### src/inc/btlx_pkg.sv
package btlx_pkg;

	// Register byte offsets
	localparam logic [7:0] ADR_CTRL   = 8'h00;
	localparam logic [7:0] ADR_SRC    = 8'h04;
	localparam logic [7:0] ADR_DST    = 8'h08;
	localparam logic [7:0] ADR_DISP   = 8'h0c;
	localparam logic [7:0] ADR_FLAGS  = 8'h10;
	localparam logic [7:0] ADR_RESULT = 8'h14;
	localparam logic [7:0] ADR_STAT   = 8'h18;

	// Command register fields
	localparam int CTRL_GO       = 0;
	localparam int CTRL_OP_LO    = 1;
	localparam int CTRL_OP_HI    = 3;
	localparam int CTRL_BYTE     = 4;
	localparam int CTRL_IMM_SEL  = 5;
	localparam int CTRL_MEM_DST  = 6;
	localparam int CTRL_SRC_ZERO = 7;
	localparam int CTRL_IMM_LO   = 8;
	localparam int CTRL_IMM_HI   = 11;

	// Status register fields
	localparam int STAT_BUSY = 0;
	localparam int STAT_DONE = 1;

	// Flag register layout
	localparam int FLAG_V = 0;
	localparam int FLAG_C = 1;
	localparam int FLAG_N = 2;
	localparam int FLAG_Z = 3;

	// Reset values and zero-fill constants
	localparam logic [15:0] WORD_RST  = 16'h0000;
	localparam logic [3:0]  FLAGS_RST = 4'h0;
	localparam logic [7:0]  BYTE_ZERO = 8'h00;

	typedef enum logic [2:0] {
		BIT_LOAD_TO_CARRY      = 3'h0,
		LOAD_EFFECTIVE_ADDRESS = 3'h1,
		SIGNED_UPPER_LIMIT     = 3'h2,
		SIGNED_LOWER_LIMIT     = 3'h3,
		UNSIGNED_UPPER_LIMIT   = 3'h4,
		UNSIGNED_LOWER_LIMIT   = 3'h5
	} btlx_op_t;

	typedef struct packed {
		logic z;
		logic n;
		logic c;
		logic v;
	} btlx_flags_t;

	typedef struct packed {
		btlx_op_t   op;
		logic       byte_form;
		logic       imm_sel;
		logic       mem_dst;
		logic       src_zero;
		logic [3:0] four_bit_immediate;
	} btlx_cmd_t;

	typedef struct packed {
		logic        byte_rd;
		logic [15:0] addr;
	} btlx_mem_req_t;

endpackage

### src/hdl/btlx_bit_select.sv
`timescale 1ns/10ps
module btlx_bit_select (
	input  wire logic [15:0] operand,
	input  wire logic [3:0]  bit_num,
	input  wire logic        byte_form,
	output logic             carry
);

	always_comb begin
		if (byte_form && bit_num[3]) begin
			carry = 1'b0;
		end else begin
			carry = operand[bit_num];
		end
	end

endmodule // btlx_bit_select

### src/hdl/btlx_limit_unit.sv
`timescale 1ns/10ps
module btlx_limit_unit (
	input  wire btlx_pkg::btlx_op_t    op,
	input  wire logic                  byte_form,
	input  wire logic [15:0]           reg_val,
	input  wire logic [15:0]           mem_val,
	input  wire btlx_pkg::btlx_flags_t flags_in,
	output btlx_pkg::btlx_flags_t      flags_out,
	output logic [15:0]                result,
	output logic                       replaced
);

	logic [15:0] s_mem;
	logic [15:0] s_reg;
	logic [15:0] u_mem;
	logic [15:0] u_reg;
	logic        s_lt;
	logic        s_gt;
	logic        u_lt;
	logic        u_gt;
	logic        is_zero;
	logic        is_neg;

	always_comb begin
		// Byte compare on low bytes only
		s_mem = byte_form ? {{8{mem_val[7]}}, mem_val[7:0]} : mem_val;
		s_reg = byte_form ? {{8{reg_val[7]}}, reg_val[7:0]} : reg_val;
		u_mem = byte_form ? {btlx_pkg::BYTE_ZERO, mem_val[7:0]} : mem_val;
		u_reg = byte_form ? {btlx_pkg::BYTE_ZERO, reg_val[7:0]} : reg_val;
		s_lt  = $signed(s_mem) < $signed(s_reg);
		s_gt  = $signed(s_mem) > $signed(s_reg);
		u_lt  = u_mem < u_reg;
		u_gt  = u_mem > u_reg;
		case (op)
			btlx_pkg::SIGNED_UPPER_LIMIT: replaced = (flags_in.v & flags_in.n) | (~flags_in.v & s_lt);
			btlx_pkg::SIGNED_LOWER_LIMIT: replaced = (flags_in.v & ~flags_in.n) | (~flags_in.v & s_gt);
			btlx_pkg::UNSIGNED_UPPER_LIMIT: replaced = flags_in.c | u_lt;
			btlx_pkg::UNSIGNED_LOWER_LIMIT: replaced = flags_in.c | u_gt;
			default: replaced = 1'b0;
		endcase
		result = replaced ? u_mem : reg_val;
		if (byte_form && (replaced || op == btlx_pkg::UNSIGNED_UPPER_LIMIT)) begin
			result[15:8] = btlx_pkg::BYTE_ZERO;
		end
		is_zero   = byte_form ? (result[7:0] == btlx_pkg::BYTE_ZERO) : (result == btlx_pkg::WORD_RST);
		is_neg    = byte_form ? result[7] : result[15];
		flags_out = flags_in;
		case (op)
			btlx_pkg::SIGNED_UPPER_LIMIT, btlx_pkg::SIGNED_LOWER_LIMIT: begin
				if (replaced) begin
					flags_out = '{z: is_zero, n: is_neg, c: 1'b1, v: 1'b0};
				end
			end
			btlx_pkg::UNSIGNED_UPPER_LIMIT, btlx_pkg::UNSIGNED_LOWER_LIMIT: begin
				flags_out.z = is_zero;
				flags_out.n = is_neg;
				flags_out.c = 1'b0;
				flags_out.v = replaced | flags_in.v;
			end
			default: flags_out = flags_in;
		endcase
	end

endmodule // btlx_limit_unit

### src/hdl/btlx_exec.sv
`timescale 1ns/10ps
module btlx_exec (
	input  wire logic                  clock,
	input  wire logic                  srst,
	input  wire logic                  wb_cyc_i,
	input  wire logic                  wb_stb_i,
	input  wire logic                  wb_we_i,
	input  wire logic [7:0]            wb_adr_i,
	input  wire logic [3:0]            wb_sel_i,
	input  wire logic [31:0]           wb_dat_i,
	output logic [31:0]                wb_dat_o,
	output logic                       wb_ack_o,
	output logic                       mem_req,
	output btlx_pkg::btlx_mem_req_t    mem_cmd,
	input  wire logic [15:0]           mem_rdata,
	input  wire logic                  mem_ack,
	output logic                       dest_we,
	output logic [15:0]                dest_wdata,
	output logic                       flags_we,
	output btlx_pkg::btlx_flags_t      status_register
);

	typedef enum logic [3:0] {
		S_IDLE = 4'b0001,
		S_ADDR = 4'b0010,
		S_READ = 4'b0100,
		S_EXEC = 4'b1000
	} btlx_state_t;

	// Bus state
	logic        ack_reg;
	logic        ack_next;
	logic [31:0] rdata_reg;
	logic [31:0] rdata_next;
	logic        wr_fire;
	logic [15:0] wmask;

	// Core state
	btlx_state_t             state_reg;
	btlx_state_t             state_next;
	btlx_pkg::btlx_cmd_t     cmd_reg;
	btlx_pkg::btlx_cmd_t     cmd_next;
	logic [15:0]             src_reg;
	logic [15:0]             src_next;
	logic [15:0]             dst_reg;
	logic [15:0]             dst_next;
	logic [15:0]             disp_reg;
	logic [15:0]             disp_next;
	btlx_pkg::btlx_flags_t   flags_reg;
	btlx_pkg::btlx_flags_t   flags_next;
	btlx_pkg::btlx_mem_req_t mreq_reg;
	btlx_pkg::btlx_mem_req_t mreq_next;
	logic [15:0]             mdata_reg;
	logic [15:0]             mdata_next;
	logic [15:0]             wdata_reg;
	logic [15:0]             wdata_next;
	logic                    dwe_reg;
	logic                    dwe_next;
	logic                    fwe_reg;
	logic                    fwe_next;
	logic                    done_reg;
	logic                    done_next;

	logic                    busy;
	logic                    start;
	logic                    needs_mem;
	logic                    is_limit;
	logic [15:0]             src_val;
	logic [15:0]             ea_sum;
	logic [15:0]             bit_addr;
	logic [15:0]             bit_operand;
	logic [3:0]              bit_num;
	logic                    bit_byte;
	logic                    bit_carry;
	btlx_pkg::btlx_flags_t   lim_flags;
	logic [15:0]             lim_result;
	logic                    lim_replaced;

	assign wr_fire  = wb_cyc_i & wb_stb_i & wb_we_i & ack_reg;
	assign wmask    = {{8{wb_sel_i[1]}}, {8{wb_sel_i[0]}}};
	assign busy     = (state_reg != S_IDLE);
	assign start    = wr_fire && (wb_adr_i == btlx_pkg::ADR_CTRL) && wb_sel_i[0] && wb_dat_i[btlx_pkg::CTRL_GO] && !busy;
	assign is_limit = (cmd_reg.op != btlx_pkg::BIT_LOAD_TO_CARRY) && (cmd_reg.op != btlx_pkg::LOAD_EFFECTIVE_ADDRESS);
	assign src_val  = cmd_reg.src_zero ? btlx_pkg::WORD_RST : src_reg;
	assign ea_sum   = disp_reg + src_val;
	assign bit_addr = disp_reg + dst_reg;
	assign bit_num  = cmd_reg.imm_sel ? cmd_reg.four_bit_immediate : src_reg[3:0];
	assign bit_byte = cmd_reg.mem_dst;
	assign bit_operand = cmd_reg.mem_dst ? {btlx_pkg::BYTE_ZERO, mdata_reg[7:0]} : dst_reg;

	btlx_bit_select u_bit_select (
		.operand   (bit_operand),
		.bit_num   (bit_num),
		.byte_form (bit_byte),
		.carry     (bit_carry)
	);

	btlx_limit_unit u_limit_unit (
		.op        (cmd_reg.op),
		.byte_form (cmd_reg.byte_form),
		.reg_val   (dst_reg),
		.mem_val   (mdata_reg),
		.flags_in  (flags_reg),
		.flags_out (lim_flags),
		.result    (lim_result),
		.replaced  (lim_replaced)
	);

	// Wishbone slave: ack one cycle after request
	always_comb begin
		ack_next   = wb_cyc_i & wb_stb_i & ~ack_reg;
		rdata_next = rdata_reg;
		if (ack_next) begin
			case (wb_adr_i)
				btlx_pkg::ADR_CTRL:   rdata_next = {16'h0000, 4'h0, cmd_reg.four_bit_immediate, cmd_reg.src_zero,
					cmd_reg.mem_dst, cmd_reg.imm_sel, cmd_reg.byte_form, cmd_reg.op, 1'b0};
				btlx_pkg::ADR_SRC:    rdata_next = {16'h0000, src_reg};
				btlx_pkg::ADR_DST:    rdata_next = {16'h0000, dst_reg};
				btlx_pkg::ADR_DISP:   rdata_next = {16'h0000, disp_reg};
				btlx_pkg::ADR_FLAGS:  rdata_next = {28'h0000000, flags_reg};
				btlx_pkg::ADR_RESULT: rdata_next = {16'h0000, wdata_reg};
				btlx_pkg::ADR_STAT:   rdata_next = {30'h00000000, done_reg, busy};
				default:              rdata_next = 32'h00000000;
			endcase
		end
	end

	always_ff @(posedge clock) begin
		if (srst) begin
			ack_reg   <= 1'b0;
			rdata_reg <= 32'h00000000;
		end else begin
			ack_reg   <= ack_next;
			rdata_reg <= rdata_next;
		end
	end

	assign wb_ack_o = ack_reg;
	assign wb_dat_o = rdata_reg;

	// Execution sequencer and register file
	always_comb begin
		state_next = state_reg;
		cmd_next   = cmd_reg;
		src_next   = src_reg;
		dst_next   = dst_reg;
		disp_next  = disp_reg;
		flags_next = flags_reg;
		mreq_next  = mreq_reg;
		mdata_next = mdata_reg;
		wdata_next = wdata_reg;
		dwe_next   = 1'b0;
		fwe_next   = 1'b0;
		done_next  = done_reg;
		needs_mem  = 1'b0;
		if (wr_fire && !busy) begin
			case (wb_adr_i)
				btlx_pkg::ADR_SRC:   src_next  = (src_reg & ~wmask) | (wb_dat_i[15:0] & wmask);
				btlx_pkg::ADR_DST:   dst_next  = (dst_reg & ~wmask) | (wb_dat_i[15:0] & wmask);
				btlx_pkg::ADR_DISP:  disp_next = (disp_reg & ~wmask) | (wb_dat_i[15:0] & wmask);
				btlx_pkg::ADR_FLAGS: begin
					if (wb_sel_i[0]) begin
						flags_next = wb_dat_i[3:0];
					end
				end
				default: flags_next = flags_reg;
			endcase
		end
		if (wr_fire && (wb_adr_i == btlx_pkg::ADR_STAT) && wb_sel_i[0] && wb_dat_i[btlx_pkg::STAT_DONE]) begin
			done_next = 1'b0;
		end
		case (state_reg)
			S_IDLE: begin
				if (start) begin
					cmd_next = '{op: btlx_pkg::btlx_op_t'(wb_dat_i[btlx_pkg::CTRL_OP_HI:btlx_pkg::CTRL_OP_LO]),
						byte_form: wb_dat_i[btlx_pkg::CTRL_BYTE], imm_sel: wb_dat_i[btlx_pkg::CTRL_IMM_SEL],
						mem_dst: wb_dat_i[btlx_pkg::CTRL_MEM_DST], src_zero: wb_dat_i[btlx_pkg::CTRL_SRC_ZERO],
						four_bit_immediate: wb_dat_i[btlx_pkg::CTRL_IMM_HI:btlx_pkg::CTRL_IMM_LO]};
					state_next = S_ADDR;
				end
			end
			S_ADDR: begin
				needs_mem = is_limit || ((cmd_reg.op == btlx_pkg::BIT_LOAD_TO_CARRY) && cmd_reg.mem_dst);
				mreq_next.addr    = (cmd_reg.op == btlx_pkg::BIT_LOAD_TO_CARRY) ? bit_addr : ea_sum;
				mreq_next.byte_rd = is_limit ? cmd_reg.byte_form : 1'b1;
				state_next = needs_mem ? S_READ : S_EXEC;
			end
			S_READ: begin
				if (mem_ack) begin
					mdata_next = mreq_reg.byte_rd ? {btlx_pkg::BYTE_ZERO, mem_rdata[7:0]} : mem_rdata;
					state_next = S_EXEC;
				end
			end
			S_EXEC: begin
				fwe_next   = 1'b1;
				done_next  = 1'b1;
				state_next = S_IDLE;
				case (cmd_reg.op)
					btlx_pkg::BIT_LOAD_TO_CARRY: flags_next.c = bit_carry;
					btlx_pkg::LOAD_EFFECTIVE_ADDRESS: begin
						wdata_next = ea_sum;
						dwe_next   = 1'b1;
					end
					default: begin
						wdata_next = lim_result;
						flags_next = lim_flags;
						dwe_next   = 1'b1;
					end
				endcase
				if (cmd_reg.op != btlx_pkg::BIT_LOAD_TO_CARRY) begin
					dst_next = (cmd_reg.op == btlx_pkg::LOAD_EFFECTIVE_ADDRESS) ? ea_sum : lim_result;
				end
			end
			default: state_next = S_IDLE;
		endcase
	end

	always_ff @(posedge clock) begin
		if (srst) begin
			state_reg <= S_IDLE;
			cmd_reg   <= '0;
			src_reg   <= btlx_pkg::WORD_RST;
			dst_reg   <= btlx_pkg::WORD_RST;
			disp_reg  <= btlx_pkg::WORD_RST;
			flags_reg <= btlx_pkg::FLAGS_RST;
			mreq_reg  <= '0;
			mdata_reg <= btlx_pkg::WORD_RST;
			wdata_reg <= btlx_pkg::WORD_RST;
			dwe_reg   <= 1'b0;
			fwe_reg   <= 1'b0;
			done_reg  <= 1'b0;
		end else begin
			state_reg <= state_next;
			cmd_reg   <= cmd_next;
			src_reg   <= src_next;
			dst_reg   <= dst_next;
			disp_reg  <= disp_next;
			flags_reg <= flags_next;
			mreq_reg  <= mreq_next;
			mdata_reg <= mdata_next;
			wdata_reg <= wdata_next;
			dwe_reg   <= dwe_next;
			fwe_reg   <= fwe_next;
			done_reg  <= done_next;
		end
	end

	assign mem_req         = (state_reg == S_READ);
	assign mem_cmd         = mreq_reg;
	assign dest_we         = dwe_reg;
	assign dest_wdata      = wdata_reg;
	assign flags_we        = fwe_reg;
	assign status_register = flags_reg;

	// Checks
	logic in_exec;
	assign in_exec = (state_reg == S_EXEC);

	AST_BITLOAD_KEEPS: assert property (@(posedge clock) disable iff (srst)
		in_exec && cmd_reg.op == btlx_pkg::BIT_LOAD_TO_CARRY |=> flags_we && !dest_we
		&& {flags_reg.z, flags_reg.n, flags_reg.v} == $past({flags_reg.z, flags_reg.n, flags_reg.v}))
		else $error("bit load changed other flags");
	AST_BITLOAD_WORD: assert property (@(posedge clock) disable iff (srst)
		in_exec && cmd_reg.op == btlx_pkg::BIT_LOAD_TO_CARRY && !cmd_reg.mem_dst
		|=> flags_reg.c == $past(dst_reg[bit_num]))
		else $error("bit load carry wrong");
	AST_BYTE_READ: assert property (@(posedge clock) disable iff (srst)
		mem_req && cmd_reg.op == btlx_pkg::BIT_LOAD_TO_CARRY |-> mem_cmd.byte_rd)
		else $error("bit load read not byte wide");
	AST_HIGH_BIT_ZERO: assert property (@(posedge clock) disable iff (srst)
		in_exec && cmd_reg.op == btlx_pkg::BIT_LOAD_TO_CARRY && cmd_reg.mem_dst && bit_num[3] |=> !flags_reg.c)
		else $error("byte bit above 7 set carry");
	AST_EA_SUM: assert property (@(posedge clock) disable iff (srst)
		in_exec && cmd_reg.op == btlx_pkg::LOAD_EFFECTIVE_ADDRESS
		|=> dest_we && dest_wdata == $past(disp_reg) + $past(src_val) && status_register == $past(flags_reg))
		else $error("effective address wrong");
	AST_EA_ZERO_SRC: assert property (@(posedge clock) disable iff (srst)
		in_exec && cmd_reg.op == btlx_pkg::LOAD_EFFECTIVE_ADDRESS && cmd_reg.src_zero |=> dest_wdata == $past(disp_reg))
		else $error("zero source not honoured");
	AST_SIGNED_KEEP: assert property (@(posedge clock) disable iff (srst)
		in_exec && (cmd_reg.op == btlx_pkg::SIGNED_UPPER_LIMIT || cmd_reg.op == btlx_pkg::SIGNED_LOWER_LIMIT)
		&& !lim_replaced |=> status_register == $past(flags_reg) && dest_wdata == $past(dst_reg))
		else $error("signed limit changed state without replace");
	AST_UNSIGNED_CARRY: assert property (@(posedge clock) disable iff (srst)
		in_exec && cmd_reg.op inside {btlx_pkg::UNSIGNED_UPPER_LIMIT, btlx_pkg::UNSIGNED_LOWER_LIMIT}
		|=> !status_register.c && (status_register.v == ($past(lim_replaced) | $past(flags_reg.v))))
		else $error("unsigned limit flags wrong");
	AST_UUL_UPPER: assert property (@(posedge clock) disable iff (srst)
		in_exec && cmd_reg.op == btlx_pkg::UNSIGNED_UPPER_LIMIT && cmd_reg.byte_form |=> dest_wdata[15:8] == 8'h00)
		else $error("byte upper limit kept upper byte");
	AST_COMMIT_TOGETHER: assert property (@(posedge clock) disable iff (srst)
		dest_we |-> flags_we && $past(state_reg, 1) == S_EXEC && $past(state_reg, 2) != S_IDLE)
		else $error("register and flags not committed together");
	AST_ADDR_WRAP: assert property (@(posedge clock) disable iff (srst)
		state_reg == S_ADDR && is_limit ##1 state_reg == S_READ |-> mem_cmd.addr == $past(disp_reg) + $past(src_val))
		else $error("operand address wrong");
	AST_BITLOAD_ADDR: assert property (@(posedge clock) disable iff (srst)
		state_reg == S_ADDR && cmd_reg.op == btlx_pkg::BIT_LOAD_TO_CARRY && cmd_reg.mem_dst ##1 state_reg == S_READ
		|-> mem_cmd.addr == $past(disp_reg) + $past(dst_reg))
		else $error("bit load address wrong");

	COV_BITLOAD_MEM: cover property (@(posedge clock) disable iff (srst)
		in_exec && cmd_reg.op == btlx_pkg::BIT_LOAD_TO_CARRY && cmd_reg.mem_dst);
	COV_EA: cover property (@(posedge clock) disable iff (srst) in_exec && cmd_reg.op == btlx_pkg::LOAD_EFFECTIVE_ADDRESS);
	COV_LIMIT_REPLACE: cover property (@(posedge clock) disable iff (srst) in_exec && is_limit && lim_replaced);
	COV_LIMIT_KEEP: cover property (@(posedge clock) disable iff (srst) in_exec && is_limit && !lim_replaced);

endmodule // btlx_exec

### config.mk
export PLATFORM = sky130hd
export DESIGN_NAME = btlx_exec
export DESIGN_NICKNAME = d
export VERILOG_FILES = /design/src/inc/btlx_pkg.sv /design/src/hdl/btlx_bit_select.sv /design/src/hdl/btlx_limit_unit.sv /design/src/hdl/btlx_exec.sv
export SDC_FILE = /design/constraint.sdc
export NUM_CORES = 1
export LEC_CHECK = 0
export BUFFER_PORTS_ARGS = -buffer_cell sky130_fd_sc_hd__buf_2
export CAP_MARGIN = 20
export CORE_MARGIN = 3
export CORE_UTILIZATION = 25
export CTS_CLUSTER_DIAMETER = 150
export CTS_CLUSTER_SIZE = 14
export DETAILED_ROUTE_END_ITERATION = 12
export GPL_TIMING_DRIVEN = 0
export PLACE_DENSITY = 0.43
export REMOVE_ABC_BUFFERS = 1
export SETUP_SLACK_MARGIN = 0.4
export SKIP_LAST_GASP = 1
export SYNTH_ARGS = -nofsm -noshare
export SYNTH_HDL_FRONTEND = slang
export SYNTH_HIERARCHICAL = 1
export SYNTH_SLANG_ARGS = --single-unit
### constraint.sdc
create_clock -name clock -period 10.31 [get_ports clock]
set_clock_uncertainty 0.05 [all_clocks]
set_input_delay 1.031 -clock clock [delete_from_list [all_inputs] [get_ports clock]]
set_output_delay 1.031 -clock clock [all_outputs]
set_load 0.02 [all_outputs]
Yosys cells after proc, flatten, opt, wreduce, memory -nomap -nowiden
Cells that the tools add are included.
Widths: inputs -> output; s select.
{ "classes": {"magnitude_cmp": 5, "n_eq_ne": 23, "n_addsub": 2, "muxes": 42, "bitwise_logic": 26, "reduce_logical": 33} }
{ "ops": {"columns": ["operator", "n"], "rows": [
  ["$mux 16", 14],
  ["$pmux 16 s7", 1],
  ["$and 16x16->16", 4],
  ["$or 16x16->16", 3],
  ["$mux 4", 9],
  ["$add 16x16->16", 2],
  ["$gt 16x16->1", 2],
  ["$lt 16x16->1", 2],
  ["$pmux 16 s2", 1],
  ["$eq 8x5->1 const B", 3],
  ["$eq 8x4->1 const B", 2],
  ["$logic_not 16->1", 1],
  ["$logic_not 8->1", 2],
  ["$not 16->16", 1],
  ["$reduce_and 2->1", 8],
  ["$logic_and 1x1->1", 12],
  ["$pmux 4 s3", 1],
  ["$mux 1", 10],
  ["$and 1x1->1", 8],
  ["$eq 8x3->1 const B", 1],
  ["$mux 8", 1],
  ["$pmux 4 s2", 1],
  ["$reduce_or 2->1", 4],
  ["$eq 3x2->1 const B", 2],
  ["other kinds (26)", 36]
]} }
{ "word_totals": {"wordCells": 154, "register_bits": 152, "in_bits": 66} }

Depth between registers and ports, before layout
{ "depth": {"ltp_word": 14, "mapped_depth": 20, "depth_no_buf": 17} }

Modules after synthesis
The synthesis kept the hierarchy.
{ "modules_own_cells": {"columns": ["module", "cells_each", "instances", "seq_area_each_um2", "area_per_inst_um2"], "rows": [
  ["btlx_exec", 942, 1, 2722.6, 7955.1],
  ["btlx_limit_unit", 191, 1, 0.0, 1266.2],
  ["btlx_bit_select", 16, 1, 0.0, 158.9]
]} }

Least setup slack after synthesis
No wires, ideal clock.
{ "synth_timing": {"path_type": "reg-to-reg", "start": "reg cmd_reg[7] in the netlist's numbering", "end": "reg dst_reg[12]", "setup_ns": 0.070, "slack_ns": 6.465, "t_arrival_ns": 3.725, "n_path_buf": 3, "period_less_slack_ns": 3.845, "path_stages_with_launch": 21, "t_required_ns": 10.190, "cell_sequence": "dfxtp_1 -> clkinv_1 -> clkbuf_1 -> nor2_1 -> a21oi_1 -> ha_1 -> nand2b_4 -> a2111oi_4 -> a21oi_2 -> and2b_1 -> nor4_1 -> a22oi_2 -> nor2b_4 -> buf_6 -> buf_6 -> nand3_1 -> o21ai_0 -> a21oi_1 -> a311oi_1 -> nand3_1 -> a21oi_1"} }
{ "synth_between": {"elab_chain_len": 11} }
{ "synth_rtl": {"columns": ["element", "line_no", "rtl"], "rows": [
  ["start, declared", "btlx_exec.sv:41", "btlx_pkg::btlx_cmd_t cmd_reg;"],
  ["start signal, assigned", "btlx_exec.sv:234", "cmd_reg <= cmd_next;"],
  ["$mux 16 (on tied branches)", "btlx_limit_unit.sv:26, btlx_limit_unit.sv:27", null],
  ["$gt 16x16->1 or $lt 16x16->1 (tied branches)", "btlx_limit_unit.sv:31, btlx_limit_unit.sv:30", null],
  ["$and 1x1->1 (on tied branches)", "btlx_limit_unit.sv:36, btlx_limit_unit.sv:35", null],
  ["$or 1x1->1 (on tied branches)", "btlx_limit_unit.sv:36, btlx_limit_unit.sv:35", null],
  ["$pmux 1 s4", "btlx_limit_unit.sv:34", "case (op)"],
  ["$logic_or 1x1->1", "btlx_limit_unit.sv:42", "if (byte_form && (replaced || op == btlx_pkg::UNSIGNED_UPPER_LIMIT)) begin"],
  ["$logic_and 1x1->1", "btlx_limit_unit.sv:42", null],
  ["$mux 8 (*)", "btlx_limit_unit.sv:42", null],
  ["net lim_result[12]", "btlx_exec.sv:76", "logic [15:0] lim_result;"],
  ["$mux 16 (*)", "btlx_exec.sv:211", "dst_next = (cmd_reg.op == btlx_pkg::LOAD_EFFECTIVE_ADDRESS) ? ea_sum : lim_result;"],
  ["$mux 16 (*)", "btlx_exec.sv:210", "if (cmd_reg.op != btlx_pkg::BIT_LOAD_TO_CARRY) begin"],
  ["$mux 16 (*)", "btlx_exec.sv:172", "case (state_reg)"],
  ["end signal, assigned", "btlx_exec.sv:223", "dst_reg <= btlx_pkg::WORD_RST;"],
  ["end signal, assigned", "btlx_exec.sv:236", "dst_reg <= dst_next;"],
  ["end, declared", "btlx_exec.sv:45", "logic [15:0] dst_reg;"]
]} }
Mark *: on every way through the listed nets, which the timed path passes. The rest lies on a longest branch.
A chain may end at the register's enable or synchronous reset.

Worst setup path in the final report
Same ends and word-level chain as after synthesis.

==> flow_summary.rst <==
.. list-table::
   :header-rows: 1

   * - Metric
     - Value
   * - Worst Max-Slew Pin Slew
     - 0.971 ns
   * - Core Box Area
     - 36800 um^2
   * - Largest fanout on the critical path
     - 29
   * - Area of the multi-input gates
     - 6220 um^2
   * - Pleak
     - 4.69 nW
   * - Clk buf depth
     - 2
   * - Storage element area
     - 2720 um^2
   * - Setup violations, final
     - 0
   * - Total vias in the final route
     - 8648
   * - Width of the chip
     - 200 um
   * - Critical Path End Type
     - flop
   * - Cells after Synth
     - 1148
   * - Setup fix buffers added after clock tree synthesis
     - 0
   * - All-layer global routing usage
     - around 18%
   * - Register-to-register setup slack
     - 5.07 ns
   * - Portion of total power attributed to combinational logic
     - between 3 and 4%
   * - CP Data Required Time
     - approximately 11 ns
   * - Fill cell count
     - approximately 4000
   * - Slew Limit Headroom
     - 35.2%
   * - Clock root buffer
     - clkbuf_16
   * - TritonCTS clock tree
     - built
   * - Half-perimeter wire length after detailed placement
     - 27500 um
   * - Final critical-path share of the clock period
     - between 50% and 60%
   * - # clock sinks
     - ~140
   * - Antenna diode count
     - 0
   * - Net Sw Power
     - 0.292 mW
   * - Portion of total power attributed to the clock network
     - 51.9%
   * - Number of buffer cells added on primary ports
     - 104
   * - Total Negative Setup Slacks
     - 0 ns
   * - CTS H-tree lvls
     - 4
   * - Final critical-path required period
     - 5.24 ns
   * - Top library cells by usage in the layout, fill and taps aside
     - nand2_1 (173), dfxtp_1 (136), a21oi_1 (103), buf_2 (103), nor2_1 (91)
   * - Number of max-slew violations in the final report
     - 0
   * - Cell Rows
     - 70
   * - Mapped Avg Cell Area
     - 8.17 um^2
   * - Leftover overflow at the end of global routing
     - 0
   * - Inserted Clock Buffers
     - 17
   * - TritonRoute pass-1 iters
     - 5
   * - Floorplan die area
     - 39900 um^2
   * - Placer's final routability congestion estimate
     - 0.856
   * - Resized Gates After CTS
     - 0
   * - Ports
     - 139
   * - Routed len/inst
     - between 20 and 25 um
   * - Clock slew at reported path FFs
     - ~0.060 ns
   * - Leading cell type in the layout, fill and taps excluded
     - nand2_1
   * - Status
     - completed
   * - Antenna violations before repair
     - 0
   * - Die boundary height
     - 200 um
   * - Total count of hold-check failures in the final report
     - 0
   * - Wire length reported by the detailed router
     - 35000 um
   * - Drc violations
     - 0
   * - Net count reported at finish
     - 1334
   * - Power per cell area
     - between 100 and 150 nW/um^2
   * - Startpoint of the tightest hold check path
     - mdata_reg[11]
   * - Total power after layout
     - between 1 and 1.5 mW
   * - Startpoint of the lowest-slack register-to-register path
     - cmd_reg[7]
   * - Path class of the lowest-slack min-delay path
     - flop to flop
   * - Internal Dissipation
     - about 0.89 mW
   * - Netlist area before placement
     - 9380 um^2
   * - Ys Warns
     - 6
   * - Max Freq
     - about 190 MHz
   * - Max-cap violations
     - 0
   * - Initial DRC Count
     - 587
   * - Critical Path Start
     - cmd_reg[7]
   * - Hold bufs inserted after CTS
     - 0
   * - Initial Utilization
     - between 20% and 30%
   * - Startpoint kind of the worst setup timing path
     - flop
   * - Flop pwr share
     - around 44%
   * - Critical path arrival
     - 5.56 ns
   * - Critical path class
     - flop to flop
   * - Routed Antenna Nets
     - 0
   * - Unrepaired setup endpoints after global routing
     - false
   * - Pin count of the biggest net entering global routing
     - 84
   * - Share of final-layout standard cells stronger than drive strength 1
     - 16.1%
   * - Layout Area Growth over Synthesis
     - 15.0%
   * - Global-route wire length before repair
     - 52900 um
   * - Worst vdd rail ir drop
     - 116 uV
   * - Switching power as a share of total power
     - 24.7%
   * - Number of vias per cell after detailed routing
     - just over 5
   * - Clock latency on the worst-skew pair
     - 0.44 ns
   * - Number of global-route vias before repair
     - roughly 8400
routing by layer:
layer / global-route usage (%) / up-vias / routed length [um] / part of all wire [%]
li1: - / 4261 / - / -
met1: 23.8 / 4139 / 16400 / 47
met3: 2.87 / 22 / 1550 / 4.4
met5: 0 / - / 0 / 0
met2: 29.5 / 226 / 16500 / 47
met4: 4.50 / 0 / 608 / 1.7
power groups by stage:
stage | Combinational [mW] | Clock [mW] | Sequential [mW]
after CTS | 0.0443 | 0.627 | 0.526
after floorplan | 0.0127 | 0 | 0.538
after global routing | 0.0474 | 0.650 | 0.525
final | 0.0440 | 0.614 | 0.526
after global placement | 0.0430 | 0 | 0.537
after detailed placement | 0.0442 | 0 | 0.537
layout make-up:
cell class / count / area share, %
clock buffer: 19 / 4.01
inverter: 29 / 1.01
clock inverter: 12 / 1.19
multi-input combinational: 920 / 57.7
tap: 468 / 5.43
sequential: 136 / 25.2
timing repair buffer: 108 / 5.45
final timing paths:
| kind | end | cells past startpoint |
|---|---|---|
| max | dst_reg[12] | 17 |
| min | mdata_reg[11] | 2 |
| max reg2reg | dst_reg[12] | 17 |
| min reg2reg | mdata_reg[11] | 2 |
metrics by stage:
step | instances | cell area (um^2) | worst slack (ns) | hold slack (ns) | utilization [%]
floorplan | 1085 | 9040 | 6.17 | 0.376 | -
global placement | 1657 | 10100 | 4.97 | 0.390 | 27.6
detailed placement | 1661 | 10200 | 5.08 | 0.396 | 27.8
CTS | 1692 | 10800 | 5.05 | 0.403 | 29.3
global route | 1692 | 10800 | 4.62 | 0.417 | 29.3
finish | 1692 | 10800 | 5.07 | 0.403 | 29.3
worst max-delay path, cell delays in order (launching register included):
cell	delay, ns
dfxtp_1	0.56
clkinv_1	0.70
nor2_1	0.61
a21oi_1	0.11
ha_1	0.41
nand2b_4	0.09
a2111oi_4	0.34
a21oi_2	0.12
and2b_1	0.20
nor4_1	0.05
a22oi_2	0.34
nor2b_4	0.62
nand3_1	0.12
o21ai_0	0.11
a21oi_1	0.13
a311oi_1	0.27
nand3_1	0.17
a21oi_1	0.16
Power figures use the tool's default switching activity.
